File: src/tbd_params.svh
// Purpose: constants for the level-4 block dispatcher of the tag
// Assumes: 20 MHz core clock
// Notes:   bit b1 of a printed byte is bit 0 here
`ifndef TBD_PARAMS_SVH
`define TBD_PARAMS_SVH

`define TBD_VND_MASK    8'hf7
`define TBD_VND_PCB     8'h55
`define TBD_CID_BIT     3
`define TBD_RATS        8'he0
`define TBD_PPS_NIB     4'hd
`define TBD_DSL_MASK    8'hf7
`define TBD_DSL_PCB     8'hc2
`define TBD_CMD_WAKE    8'h01
`define TBD_CMD_READ    8'h02
`define TBD_CMD_WRITE   8'h04
`define TBD_LEN_WAKE    4'h1
`define TBD_LEN_READ    4'h3
`define TBD_LEN_WRITE   4'h6
`define TBD_ST_OK       8'h90
`define TBD_ST_ERR      8'h61
`define TBD_ST_LOCK     8'h62
`define TBD_ST_PWR      8'h64
`define TBD_LAST_WORD   7'h1f
`define TBD_RO_WORDS    7'h02
`define TBD_READ_MAX    8'h08
`define TBD_RX_KEEP     4'h8
`define TBD_CRC_INIT    16'h6363
`define TBD_CRC_POLY    16'h8408
`define TBD_CLK_NS      50
`define TBD_PROG_US     8000
`define TBD_PROG_CYC    (`TBD_PROG_US * 1000 / `TBD_CLK_NS)

`endif

File: src/tbd_pkg.sv
// Purpose: state types of the block dispatcher
// Assumes: nothing
// Notes:   none
package tbd_pkg;
  typedef enum logic [1:0] {TAG_IDLE, TAG_FIRST, TAG_AFTER_RATS, TAG_PROTO} tbd_tag_e;
  typedef enum logic [3:0] {
    B_FIRST, B_FWD, B_GATHER, B_EXEC, B_RFETCH, B_RCAP, B_PCHK, B_PROG, B_TX
  } tbd_blk_e;
  typedef enum logic [2:0] {P_PCB, P_CID, P_BODY, P_CRC1, P_CRC2} tbd_txp_e;
  typedef enum logic [1:0] {X_RATS, X_PPS, X_DESEL, X_VEND} tbd_exe_e;
endpackage : tbd_pkg

File: src/tbd_crc.sv
// Purpose: one-byte step of the 16-bit reflected block CRC
// Assumes: bytes enter least significant bit first
// Notes:   purely combinational
`timescale 1ns/1ps
`include "tbd_params.svh"
module tbd_crc (
  input  logic [15:0] crc_in,
  input  logic [7:0]  data,
  output logic [15:0] crc_out
);
  logic [15:0] c;

  always_comb begin
    c = crc_in ^ {8'h00, data};
    for (int i = 0; i < 8; i++) begin
      c = c[0] ? ((c >> 1) ^ `TBD_CRC_POLY) : (c >> 1);
    end
    crc_out = c;
  end
endmodule : tbd_crc

File: src/tbd_dispatch.sv
// Purpose: first-byte dispatch of level-4 blocks and vendor commands
// Assumes: framer strips block CRC and flags parity/CRC faults on RX_LAST;
//          EEPROM read data is valid in the same cycle as EE_RD
// Notes:   ATS bytes are sent by the framer on ATS_REQ
// Operation
// - vendor prologue 01, b6=0 b5=1 b3=1 b2=0 b1=1
// - prologue b4 set means identifier byte follows
// - wake-up 01h raises interrupt, echoes 01h
// - word address is address byte upper seven bits
// - good read answers 90h then word data
// - more than eight words returns first eight
// - read-locked words read back as zeros
// - words past the end read as zeros
// - read from nonexistent start answers 61h only
// - power check first; failure answers 64h, no write
// - write reply waits until programming completes
// - write status 90h, 61h, 62h or 64h; errors skip
// - active after select; classify every block's first byte
// - E0h answered with ATS only as first block
// - 1101 answered with PPS only after RATS
// - 1100x010 answered, then tag halts
// - 00, 10 and 1111 blocks go to FIFO
// - late RATS or PPS go to FIFO untouched
// - 01xx xxxx blocks executed, never forwarded
// - executed blocks with wrong identifier are ignored
`timescale 1ns/1ps
`include "tbd_params.svh"
module tbd_dispatch #(
  parameter int unsigned PROG_CYCLES = `TBD_PROG_CYC,
  parameter int unsigned PCW         = $clog2(PROG_CYCLES + 1)
) (
  input  logic        MCLK,
  input  logic        RST,
  input  logic        ENTER_ACTIVE,
  input  logic        RX_VALID,
  input  logic [7:0]  RX_DATA,
  input  logic        RX_LAST,
  input  logic        RX_ERR,
  output logic        FIFO_VALID,
  output logic [7:0]  FIFO_DATA,
  output logic        FIFO_LAST,
  output logic        TX_VALID,
  output logic [7:0]  TX_DATA,
  output logic        TX_LAST,
  input  logic        TX_READY,
  output logic        ATS_REQ,
  output logic        GO_HALT,
  output logic        WAKE_IRQ,
  output logic [3:0]  ASSIGNED_CID,
  output logic        EE_RD,
  output logic [4:0]  EE_ADDR,
  input  logic [31:0] EE_RDATA,
  output logic        EE_PCHK,
  input  logic        EE_PCHK_DONE,
  input  logic        EE_PCHK_OK,
  output logic        EE_WR,
  output logic [31:0] EE_WDATA,
  input  logic [31:0] RD_LOCK,
  input  logic [31:0] WR_LOCK
);
  import tbd_pkg::*;

  tbd_tag_e    tag_st,    next_tag_st;
  tbd_blk_e    st,        next_st;
  tbd_txp_e    txp,       next_txp;
  tbd_exe_e    exe,       next_exe;
  logic [7:0]  rxb [8],   next_rxb [8];
  logic [31:0] rbuf [8],  next_rbuf [8];
  logic [3:0]  rx_cnt,    next_rx_cnt;
  logic        rx_err,    next_rx_err;
  logic [3:0]  cid,       next_cid;
  logic [7:0]  status,    next_status;
  logic [6:0]  rd_a,      next_rd_a;
  logic [3:0]  rd_i,      next_rd_i;
  logic [3:0]  rd_n,      next_rd_n;
  logic        rd_zero,   next_rd_zero;
  logic        is_read,   next_is_read;
  logic        halt_pend, next_halt_pend;
  logic [5:0]  body_idx,  next_body_idx;
  logic [5:0]  body_len,  next_body_len;
  logic [15:0] crc,       next_crc;
  logic [PCW-1:0] prog_cnt, next_prog_cnt;
  logic [7:0]  tx_data,   next_tx_data;
  logic        fifo_valid, next_fifo_valid;
  logic [7:0]  fifo_data, next_fifo_data;
  logic        fifo_last, next_fifo_last;
  logic        ats_req,   next_ats_req;
  logic        go_halt,   next_go_halt;
  logic        wake_irq,  next_wake_irq;
  logic        ee_rd,     next_ee_rd;
  logic [4:0]  ee_addr,   next_ee_addr;
  logic        ee_pchk,   next_ee_pchk;
  logic        ee_wr,     next_ee_wr;
  logic [31:0] ee_wdata,  next_ee_wdata;

  logic        has_cid;
  logic [2:0]  off;
  logic [3:0]  ninf;
  logic [7:0]  cmd;
  logic [6:0]  waddr;
  logic [7:0]  nreq;
  logic        cid_ok;
  logic        go_tx;
  logic [15:0] crc_step;
  logic [5:0]  bi;
  logic [5:0]  bm;
  logic [7:0]  body_byte;
  logic [5:0]  wa;
  logic [2:0]  rd_slot;

  // vendor layout: prologue, optional identifier, then information field
  assign has_cid = rxb[0][`TBD_CID_BIT];
  assign off     = has_cid ? 3'd2 : 3'd1;
  assign ninf    = rx_cnt - {1'b0, off};
  assign cmd     = rxb[off];
  assign waddr   = rxb[3'(off + 3'd1)][7:1];
  assign nreq    = rxb[3'(off + 3'd2)];
  assign cid_ok  = !has_cid || (rxb[1][3:0] == cid);
  assign rd_slot = rd_i[2:0];
  assign wa      = {1'b0, rd_a[4:0]} + {2'b00, rd_i};

  // reply body: status byte, then read words least significant byte first
  assign bi        = (txp == P_BODY) ? body_idx + 6'd1 : 6'd0;
  assign bm        = bi - 6'd1;
  assign body_byte = (bi == 6'd0) ? status : rbuf[bm[4:2]][{bm[1:0], 3'b000} +: 8];

  tbd_crc u_crc (
    .crc_in  (crc),
    .data    (tx_data),
    .crc_out (crc_step)
  );

  always_comb begin
    next_tag_st = tag_st;       next_st       = st;        next_txp       = txp;
    next_exe    = exe;          next_rxb      = rxb;       next_rbuf      = rbuf;
    next_rx_cnt = rx_cnt;       next_rx_err   = rx_err;    next_cid       = cid;
    next_status = status;       next_rd_a     = rd_a;      next_rd_i      = rd_i;
    next_rd_n   = rd_n;         next_rd_zero  = rd_zero;   next_is_read   = is_read;
    next_halt_pend = halt_pend; next_body_idx = body_idx;  next_body_len  = body_len;
    next_crc    = crc;          next_prog_cnt = prog_cnt;  next_tx_data   = tx_data;
    next_fifo_data = fifo_data; next_ee_addr  = ee_addr;   next_ee_wdata  = ee_wdata;
    next_fifo_valid = 1'b0;     next_fifo_last = 1'b0;     next_ats_req   = 1'b0;
    next_go_halt = 1'b0;        next_wake_irq = 1'b0;      next_ee_rd     = 1'b0;
    next_ee_pchk = 1'b0;        next_ee_wr    = 1'b0;      go_tx          = 1'b0;
    unique case (st)
      B_FIRST: begin
        if (RX_VALID && tag_st != TAG_IDLE) begin
          next_rxb[0]  = RX_DATA;
          next_rx_cnt  = 4'd1;
          next_rx_err  = RX_ERR;
          next_is_read = 1'b0;
          next_st      = RX_LAST ? B_EXEC : B_GATHER;
          if (tag_st != TAG_AFTER_RATS || RX_DATA[7:4] != `TBD_PPS_NIB) begin
            next_tag_st = TAG_PROTO;
          end
          if (RX_DATA == `TBD_RATS && tag_st == TAG_FIRST) begin
            next_exe    = X_RATS;
            next_tag_st = TAG_AFTER_RATS;
          end else if (RX_DATA[7:4] == `TBD_PPS_NIB && tag_st == TAG_AFTER_RATS) begin
            next_exe = X_PPS;
          end else if ((RX_DATA & `TBD_DSL_MASK) == `TBD_DSL_PCB) begin
            next_exe = X_DESEL;
          end else if (RX_DATA[7:6] == 2'b01) begin
            next_exe = X_VEND;
          end else begin
            // late RATS/PPS, other S-blocks, I-, R- and 1111 blocks
            next_fifo_valid = 1'b1;
            next_fifo_data  = RX_DATA;
            next_fifo_last  = RX_LAST;
            next_st         = RX_LAST ? B_FIRST : B_FWD;
          end
        end
      end
      B_FWD: begin
        if (RX_VALID) begin
          next_fifo_valid = 1'b1;
          next_fifo_data  = RX_DATA;
          next_fifo_last  = RX_LAST;
          if (RX_LAST) begin
            next_st = B_FIRST;
          end
        end
      end
      B_GATHER: begin
        if (RX_VALID) begin
          if (rx_cnt < `TBD_RX_KEEP) begin
            next_rxb[rx_cnt[2:0]] = RX_DATA;
          end
          if (rx_cnt != 4'hf) begin
            next_rx_cnt = rx_cnt + 4'd1;
          end
          next_rx_err = rx_err | RX_ERR;
          if (RX_LAST) begin
            next_st = B_EXEC;
          end
        end
      end
      B_EXEC: begin
        next_st     = B_FIRST;
        next_status = `TBD_ST_ERR;
        unique case (exe)
          X_RATS: begin
            if (!rx_err && rx_cnt >= 4'd2) begin
              next_cid     = rxb[1][3:0];
              next_ats_req = 1'b1;
            end
          end
          X_PPS: begin
            if (!rx_err && rx_cnt >= 4'd2 && rxb[1][3:0] == cid) begin
              next_body_len = 6'd0;
              next_tag_st   = TAG_PROTO;
              go_tx         = 1'b1;
            end
          end
          X_DESEL: begin
            if (!rx_err && cid_ok) begin
              next_body_len  = 6'd0;
              next_halt_pend = 1'b1;
              go_tx          = 1'b1;
            end
          end
          X_VEND: begin
            if (((rxb[0] & `TBD_VND_MASK) == `TBD_VND_PCB) && cid_ok) begin
              next_body_len = 6'd1;
              go_tx         = 1'b1;
              if (rx_err) begin
                next_status = `TBD_ST_ERR;
              end else if (cmd == `TBD_CMD_WAKE && ninf == `TBD_LEN_WAKE) begin
                next_status   = `TBD_CMD_WAKE;
                next_wake_irq = 1'b1;
              end else if (cmd == `TBD_CMD_READ && ninf == `TBD_LEN_READ) begin
                if (waddr <= `TBD_LAST_WORD) begin
                  go_tx        = 1'b0;
                  next_status  = `TBD_ST_OK;
                  next_rd_a    = waddr;
                  next_rd_i    = 4'd0;
                  next_rd_n    = (nreq > `TBD_READ_MAX) ? 4'(`TBD_READ_MAX) : nreq[3:0];
                  next_st      = B_RFETCH;
                end
              end else if (cmd == `TBD_CMD_WRITE && ninf == `TBD_LEN_WRITE) begin
                if (waddr > `TBD_LAST_WORD) begin
                  next_status = `TBD_ST_ERR;
                end else if (waddr < `TBD_RO_WORDS || WR_LOCK[waddr[4:0]]) begin
                  next_status = `TBD_ST_LOCK;
                end else begin
                  go_tx         = 1'b0;
                  next_ee_addr  = waddr[4:0];
                  next_ee_wdata = {rxb[3'(off + 3'd5)], rxb[3'(off + 3'd4)],
                                   rxb[3'(off + 3'd3)], rxb[3'(off + 3'd2)]};
                  next_ee_pchk  = 1'b1;
                  next_st       = B_PCHK;
                end
              end
            end
          end
        endcase
      end
      B_RFETCH: begin
        if (rd_i == rd_n) begin
          next_is_read  = 1'b1;
          next_body_len = {rd_n, 2'b00} + 6'd1;
          go_tx         = 1'b1;
        end else begin
          // past the end or read-locked: no access, zeros instead
          next_rd_zero = (wa > 6'(`TBD_LAST_WORD)) || RD_LOCK[wa[4:0]];
          next_ee_rd   = !next_rd_zero;
          next_ee_addr = wa[4:0];
          next_st      = B_RCAP;
        end
      end
      B_RCAP: begin
        next_rbuf[rd_slot] = rd_zero ? 32'h0000_0000 : EE_RDATA;
        next_rd_i          = rd_i + 4'd1;
        next_st            = B_RFETCH;
      end
      B_PCHK: begin
        if (EE_PCHK_DONE) begin
          if (EE_PCHK_OK) begin
            next_ee_wr    = 1'b1;
            next_prog_cnt = PCW'(PROG_CYCLES - 1);
            next_st       = B_PROG;
          end else begin
            next_status   = `TBD_ST_PWR;
            next_body_len = 6'd1;
            go_tx         = 1'b1;
          end
        end
      end
      B_PROG: begin
        if (prog_cnt == '0) begin
          next_status   = `TBD_ST_OK;
          next_body_len = 6'd1;
          go_tx         = 1'b1;
        end else begin
          next_prog_cnt = prog_cnt - PCW'(1);
        end
      end
      B_TX: begin
        if (TX_READY) begin
          unique case (txp)
            P_PCB, P_CID, P_BODY: begin
              next_crc = crc_step;
              if (txp == P_PCB && has_cid && exe != X_PPS) begin
                next_txp     = P_CID;
                next_tx_data = rxb[1];
              end else if (txp == P_BODY && bi == body_len) begin
                next_txp     = P_CRC1;
                next_tx_data = crc_step[7:0];
              end else if (txp != P_BODY && body_len == 6'd0) begin
                next_txp     = P_CRC1;
                next_tx_data = crc_step[7:0];
              end else begin
                next_body_idx = bi;
                next_txp      = P_BODY;
                next_tx_data  = body_byte;
              end
            end
            P_CRC1: begin
              next_txp     = P_CRC2;
              next_tx_data = crc[15:8];
            end
            P_CRC2: begin
              next_st = B_FIRST;
              if (halt_pend) begin
                next_halt_pend = 1'b0;
                next_go_halt   = 1'b1;
                next_tag_st    = TAG_IDLE;
              end
            end
          endcase
        end
      end
    endcase
    if (go_tx) begin
      next_st       = B_TX;
      next_txp      = P_PCB;
      next_tx_data  = rxb[0];
      next_body_idx = 6'd0;
      next_crc      = `TBD_CRC_INIT;
    end
    if (ENTER_ACTIVE) begin
      next_tag_st = TAG_FIRST;
    end
  end

  always_ff @(posedge MCLK or posedge RST) begin
    if (RST) begin
      tag_st <= TAG_IDLE;   st <= B_FIRST;        txp <= P_PCB;     exe <= X_VEND;
      for (int i = 0; i < 8; i++) begin
        rxb[i]  <= 8'h00;
        rbuf[i] <= 32'h0000_0000;
      end
      rx_cnt <= 4'h0;       rx_err <= 1'b0;       cid <= 4'h0;      status <= 8'h00;
      rd_a <= 7'h00;        rd_i <= 4'h0;         rd_n <= 4'h0;     rd_zero <= 1'b0;
      is_read <= 1'b0;      halt_pend <= 1'b0;    body_idx <= 6'h00; body_len <= 6'h00;
      crc <= 16'h0000;      prog_cnt <= '0;       tx_data <= 8'h00; fifo_valid <= 1'b0;
      fifo_data <= 8'h00;   fifo_last <= 1'b0;    ats_req <= 1'b0;  go_halt <= 1'b0;
      wake_irq <= 1'b0;     ee_rd <= 1'b0;        ee_addr <= 5'h00; ee_pchk <= 1'b0;
      ee_wr <= 1'b0;        ee_wdata <= 32'h0000_0000;
    end else begin
      tag_st <= next_tag_st; st <= next_st;       txp <= next_txp;  exe <= next_exe;
      rxb <= next_rxb;       rbuf <= next_rbuf;
      rx_cnt <= next_rx_cnt; rx_err <= next_rx_err; cid <= next_cid; status <= next_status;
      rd_a <= next_rd_a;     rd_i <= next_rd_i;   rd_n <= next_rd_n; rd_zero <= next_rd_zero;
      is_read <= next_is_read; halt_pend <= next_halt_pend;
      body_idx <= next_body_idx; body_len <= next_body_len;
      crc <= next_crc;       prog_cnt <= next_prog_cnt; tx_data <= next_tx_data;
      fifo_valid <= next_fifo_valid; fifo_data <= next_fifo_data; fifo_last <= next_fifo_last;
      ats_req <= next_ats_req; go_halt <= next_go_halt; wake_irq <= next_wake_irq;
      ee_rd <= next_ee_rd;   ee_addr <= next_ee_addr; ee_pchk <= next_ee_pchk;
      ee_wr <= next_ee_wr;   ee_wdata <= next_ee_wdata;
    end
  end

  assign FIFO_VALID   = fifo_valid;
  assign FIFO_DATA    = fifo_data;
  assign FIFO_LAST    = fifo_last;
  assign TX_VALID     = (st == B_TX);
  assign TX_DATA      = tx_data;
  assign TX_LAST      = (st == B_TX) && (txp == P_CRC2);
  assign ATS_REQ      = ats_req;
  assign GO_HALT      = go_halt;
  assign WAKE_IRQ     = wake_irq;
  assign ASSIGNED_CID = cid;
  assign EE_RD        = ee_rd;
  assign EE_ADDR      = ee_addr;
  assign EE_PCHK      = ee_pchk;
  assign EE_WR        = ee_wr;
  assign EE_WDATA     = ee_wdata;

  logic first_act;
  assign first_act = (st == B_FIRST) && RX_VALID && (tag_st != TAG_IDLE);
endmodule : tbd_dispatch

File: config.mk
export PLATFORM = sky130hd
export DESIGN_NAME = tbd_dispatch
export DESIGN_NICKNAME = d
export VERILOG_FILES = /design/src/tbd_pkg.sv /design/src/tbd_crc.sv /design/src/tbd_dispatch.sv
export VERILOG_INCLUDE_DIRS = /design/src /design/src/src
export SDC_FILE = /design/constraint.sdc
export NUM_CORES = 1
export LEC_CHECK = 0
export BUFFER_PORTS_ARGS = -buffer_cell sky130_fd_sc_hd__buf_2
export CORE_MARGIN = 4
export CORE_UTILIZATION = 45
export CTS_BUF_LIST = sky130_fd_sc_hd__clkbuf_4 sky130_fd_sc_hd__clkbuf_8 sky130_fd_sc_hd__clkbuf_16
export DETAILED_ROUTE_END_ITERATION = 8
export GPL_TIMING_DRIVEN = 0
export SLEW_MARGIN = 20
export SYNTH_ARGS = -nofsm -noshare
export SYNTH_HDL_FRONTEND = slang
export SYNTH_SLANG_ARGS = --single-unit
File: constraint.sdc
create_clock -name MCLK -period 23.1 [get_ports MCLK]
set_clock_uncertainty 0.2 [all_clocks]
set_input_delay 4.62 -clock MCLK [delete_from_list [all_inputs] [get_ports MCLK]]
set_output_delay 4.62 -clock MCLK [all_outputs]
set_load 0.005 [all_outputs]
; After elaboration in Yosys (flattened, before gate mapping)
; Index checks and enable logic that the tools add are counted.
[totals]
reg_bits = 470
word_cells = 494
output_inout_bits = 67
in_bits = 113
[op_classes]
n_reduce_logical = 68
n_eq_ne = 90
n_lt_le_gt_ge = 20
n_bitwise = 25
add_sub_neg = 13
shift = 1
n_mux = 232
[ops]
columns = operator, n
row1 = 2-to-1 mux 8 bit, 36
row2 = bitwise mux 256 bit, 1
row3 = 2-to-1 mux 16 bit, 12
row4 = binary-select mux 8 bit (select 3 bit), 6
row5 = 2-to-1 mux 32 bit, 4
row6 = 2-to-1 mux 64 bit, 2
row7 = 2-to-1 mux 4 bit, 26
row8 = binary-select mux 32 bit (select 3 bit), 1
row9 = demux 32 bit (select 3 bit), 1
row10 = 2-to-1 mux 6 bit, 15
row11 = bitwise mux 64 bit, 1
row12 = 2-to-1 mux 1 bit, 64
row13 = != test 2 bit (second input constant), 31
row14 = 2-to-1 mux 18 bit, 3
row15 = one-hot mux 8 bit (2 select lines), 3
row16 = 2-to-1 mux 5 bit, 9
row17 = 2-to-1 mux 2 bit, 22
row18 = != test 3 bit (second input constant), 13
row19 = greater-or-equal comparator 4 bit (second input constant), 9
row20 = one-hot mux 18 bit (2 select lines), 1
row21 = NOT 3 -> 4 bit, 8
row22 = one-hot mux 4 bit (8 select lines), 1
row23 = variable part select 32 x 6 -> 8 bit, 1
row24 = demux 8 bit (select 3 bit), 1
row25 = 80 further kinds, 178

; Depth between registers and ports, before layout
[depth]
depth_word = 24
ltp_mapped = 20
ltp_nobuf = 14

; Cells and area by module
; Synthesis repeated with hierarchy kept, for this count alone.
[hier_totals]
cells_unflattened = 2214
hier_area_um2 = 22898.2
[by_module_without_submodules]
columns = module, n_inst, cells_per_inst, area_per_inst_um2, seq_area_each_um2
row1 = tbd_dispatch, 1, 2189, 22517.8, 11663.7
row2 = tbd_crc, 1, 25, 380.4, 0.0

; Worst setup path before layout
; OpenSTA, ideal clock, no wires.
[synth_timing]
kind = input to register
start = input port RX_DATA[0]
end = register fifo_data[0], in the netlist FIFO_DATA[0]
required_time_ps = 22775
setup_ps = 125
path_buffers = 1
path_slack_ps = 16424
t_arrival_ps = 6351
stages = 8
path_cell_list = clkbuf_1 -> nor3_1 -> and3_1 -> a31oi_1 -> and3_1 -> a22oi_1 -> nor2_1 -> mux2_2
[synth_between]
elab_chain_len = 6
word_cells_on_any_way = 13
cone_classes = 4 x eq/ne / 7 x mux / 2 x reduce/logical
[synth_lines]
columns = item, line_no
row1 = start: declaration, tbd_dispatch.sv:36  ; input logic [7:0] RX_DATA,
row2 = 2-to-1 mux 8 bit, tbd_dispatch.sv:163  ; end else if (RX_DATA[7:6] == 2'b01) begin
row3 = 2-to-1 mux 8 bit, tbd_dispatch.sv:161  ; end else if ((RX_DATA & `TBD_DSL_MASK) == `TBD_DSL_PCB) begin
row4 = 2-to-1 mux 8 bit, tbd_dispatch.sv:159  ; end else if (RX_DATA[7:4] == `TBD_PPS_NIB && tag_st == TAG_AFTER_RATS) begin
row5 = 2-to-1 mux 8 bit, tbd_dispatch.sv:156  ; if (RX_DATA == `TBD_RATS && tag_st == TAG_FIRST) begin
row6 = 2-to-1 mux 8 bit, tbd_dispatch.sv:147  ; if (RX_VALID && tag_st != TAG_IDLE) begin
row7 = one-hot mux 8 bit (2 select lines), tbd_dispatch.sv:145  ; unique case (st)
row8 = end signal: assignment, tbd_dispatch.sv:368  ; fifo_valid <= next_fifo_valid; fifo_data <= next_fifo_data; fifo_last <= next_fifo_last;
row9 = end: declaration, tbd_dispatch.sv:85  ; logic [7:0] fifo_data, next_fifo_data;
; Several ways; a longest one is shown, not always the timed one. The select of a mux whose other input is x is not followed.
; A chain may end at the register's enable or synchronous reset.

; Final worst setup path
[layout_timing]
start = register st[0]
end = output port TX_LAST
[layout_between]
elab_chain_len = 2
[layout_lines]
columns = item, line_no
row1 = start: declaration, tbd_dispatch.sv:64  ; tbd_blk_e st, next_st;
row2 = start signal: assignment, tbd_dispatch.sv:361  ; tag_st <= next_tag_st; st <= next_st; txp <= next_txp; exe <= next_exe;
row3 = equality test 4 bit, tbd_dispatch.sv:380  ; assign TX_LAST = (st == B_TX) && (txp == P_CRC2);
row4 = logical AND 1 bit, tbd_dispatch.sv:380
row5 = end: declaration, tbd_dispatch.sv:44  ; output logic TX_LAST,
; Every way passes these cells.

==> flow_summary.toml <==
[floorplanning]
start_util_pct = 45.6
dieHeight_um = 237
die_w_um = 237
die_area_um2 = 56000
core_area_um2 = 51500
rows = 83
io_pins = 180

[critical_path]
critPathLaunchType = "flop"
worstPathArrival_ps = 2490
end_kind = "primary output"
required_ps = 18280
cp_max_fo = 9
path_class = "reg2out"

[sta]
fin_crit_ps = 7310
timing.fmax_mhz = 137
setup-tns-final_ps = 0
rsz0062_at_grt = "no"
hold_viol_final = 0
tightest_slew_ps = 1040
fin_crit_sh_pct = 31.6
relSlewSlack_pct = 30.6
slew_viol_final = 0
setup_viol = 0
setup_slack_ps = 15790

[global_routing]
track_usage_pct = 28.0
grt-ovfl-total = 0
antenna_found_initial = 1
grt_max_degree = 102
first_global_vias = 19712
grt_pass1_wl_mm = 122

[routing]
wire_per_inst_um = 23.9
ant_nets = 0
drtIter0Drc = 1920
vias_per_cell = 5.96
dr_total_vias = 19935
finalWirelength_mm = 80.0
drc_errors = 0
drtPass1Iterations = 6

[clock_tree]
cts_max_path_buffers = 3
htree_num_levels = 2
clkLatencyLatePin_ps = 610
cts-root-buf = "clkbuf_16"
post_cts_buffers = 0
tritoncts = "done"
cts_hold_buf = 0
post_cts_resized = 0
cts_buffers = 52
cts.clk_slew.worst_paths_ps = 60
cts_sinks = 466

[finish]
syn_to_final_growth_pct = 15.9
drive_gt1_share_pct = 17.0
finalNetCount = 2754
final_area_um2 = 27300
num-fill-cells = 4715

[pwr]
total_power_mw = 3.18
peakVddDrop_uv = 58.6
p_leak_nw = 12.2
power_density_nw_per_um2 = 117

[place]
post-dp-hpwl_mm = 57.3
place_congestion = 0.939
placed_cell_area_um2 = 25400
pre_cts_slack_ps = 15450
port_buffers = 176

[logic_synthesis]
yosysSeqAreaShare_pct = 49.6
syn_inst = 2386
async_reset_ff_share_pct = 100
synth-edff-count = 0
syn_area_per_cell_um2 = 9.85
synth.net_count = 2519
synth_seq_cells = 466
syn_area_um2 = 23500
ys_types = 87
ys_warn_count = 0
synth_ff_type = "dfrtp_1"

[run_status]
outcome = "finished, final reports clean"

[run]
maxCapViolCount = 0

[hold_path]
hold_path.class = "reg2reg"
[where the power goes]
group | leakage (nW) | internal, mW | switching [mW]
Combinational | 6.35 | 0.455 | 0.841
Sequential | 4.92 | 0.906 | 0.0871
Clock | 0.931 | 0.540 | 0.346
Total | 12.2 | 1.90 | 1.27
[placed cells by master, fill, tap and decap left out, types with 12 or more instances in the layout]
| master | n |
|---|---|
| a211o_1 | 12 |
| a211oi_1 | 25 |
| a21oi_1 | 65 |
| a221oi_1 | 12 |
| a31oi_1 | 16 |
| and2_1 | 12 |
| and3_1 | 18 |
| buf_2 | 193 |
| clkbuf_1 | 117 |
| clkbuf_16 | 53 |
| clkbuf_8 | 14 |
| clkinv_2 | 12 |
| dfrtp_1 | 464 |
| ha_1 | 18 |
| inv_1 | 34 |
| mux2_2 | 79 |
| mux2i_1 | 75 |
| mux4_2 | 45 |
| nand2_1 | 412 |
| nand2b_1 | 50 |
| nand3_1 | 45 |
| nand4_1 | 17 |
| nor2_1 | 137 |
| nor2b_1 | 24 |
| nor3_1 | 26 |
| nor4_1 | 15 |
| o21ai_0 | 335 |
| o21ai_1 | 20 |
| o22ai_1 | 29 |
| xnor2_1 | 47 |
| xor2_1 | 20 |
[per-stage QoR]
step	hold WS [ps]	cells	utilization (%)
global placement	256	3242	49.0
CTS	276	3344	52.9
floorplan	241	2386	-
global route	292	3344	52.9
detailed placement	262	3247	49.3
finish	268	3345	52.9
[layout make-up]
| class | instances | area [µm²] | area share (%) |
|---|---|---|---|
| Antenna cell | 1 | 2.50 | 0.00918 |
| Buffer | 154 | 654 | 2.40 |
| Clock buffer | 74 | 1570 | 5.77 |
| Clock inverter | 23 | 282 | 1.03 |
| Inverter | 38 | 150 | 0.551 |
| Multi-Input combinational cell | 1728 | 11100 | 40.6 |
| Sequential cell | 466 | 11700 | 42.8 |
| Tap cell | 680 | 851 | 3.12 |
| Timing Repair Buffer | 181 | 1020 | 3.74 |
[worst paths after layout]
kind | slack (ps) | endpoint | startpoint | depth (start not counted)
setup reg to reg | 16710 | TX_DATA[4] | body_idx[0] | 16
hold reg to reg | 270 | EE_WDATA[4] | EE_WDATA[4] | 2
setup / recovery | 15790 | TX_LAST | st[0] | 4
min in group asynchronous | 3700 | prog_cnt[8] | RST | 2
hold / removal | 270 | EE_WDATA[4] | EE_WDATA[4] | 2
max in group asynchronous | 17790 | rbuf[240] | RST | 4
[cell families (layout without fill, tap and decap cells)]
kind of cell	after synthesis	in the layout	share of synthesized area [%]
other	0	1	0
XOR/XNOR	70	70	2.75
AND/OR/NAND/NOR	820	820	16.1
adder cells (fa/ha/maj)	20	20	1.13
multiplexers	205	205	11.6
flip-flops	466	466	49.6
AO/OA/AOI/OAI	613	613	15.4
buffers and inverters	192	470	3.39
[sequential cells by signal (all words and copies together) (netlist names), 6 cells and up]
register / cells
body_idx: 6
EE_WDATA: 32
FIFO_DATA: 8
crc: 16
prog_cnt: 18
rbuf: 256
rxb: 63
TX_DATA: 8
[worst max-delay path: stages, from the launching register on]
cell and delay (ps):
dfrtp_1 370, clkbuf_1 200, nor4b_2 830, and3_1 330, buf_2 140
[cells in the mapped netlist, types with 24 or more instances]
| library cell | number | area, µm² |
|---|---|---|
| nand2_1 | 412 | 1550 |
| nor2_1 | 137 | 514 |
| nor3_1 | 26 | 130 |
| nor2b_1 | 24 | 150 |
| dfrtp_1 | 464 | 11600 |
| xnor2_1 | 47 | 412 |
| a21oi_1 | 65 | 325 |
| a211oi_1 | 25 | 188 |
| o22ai_1 | 29 | 181 |
| clkbuf_1 | 117 | 439 |
| mux2_2 | 79 | 890 |
| mux4_2 | 45 | 1010 |
| o21ai_0 | 335 | 1680 |
| nand3_1 | 45 | 225 |
| nand2b_1 | 50 | 313 |
| mux2i_1 | 75 | 751 |
| inv_1 | 35 | 131 |
[metal layers]
metal / up-vias / GRT usage [%] / share of wire, %
met3: 181 / 4.61 / 7.5
li1: 8982 / - / -
met2: 854 / 44.4 / 46
met5: - / 0 / 0
met1: 9918 / 38.7 / 42
met4: 0 / 11.5 / 4.3
(Power assumes the default switching activity.)
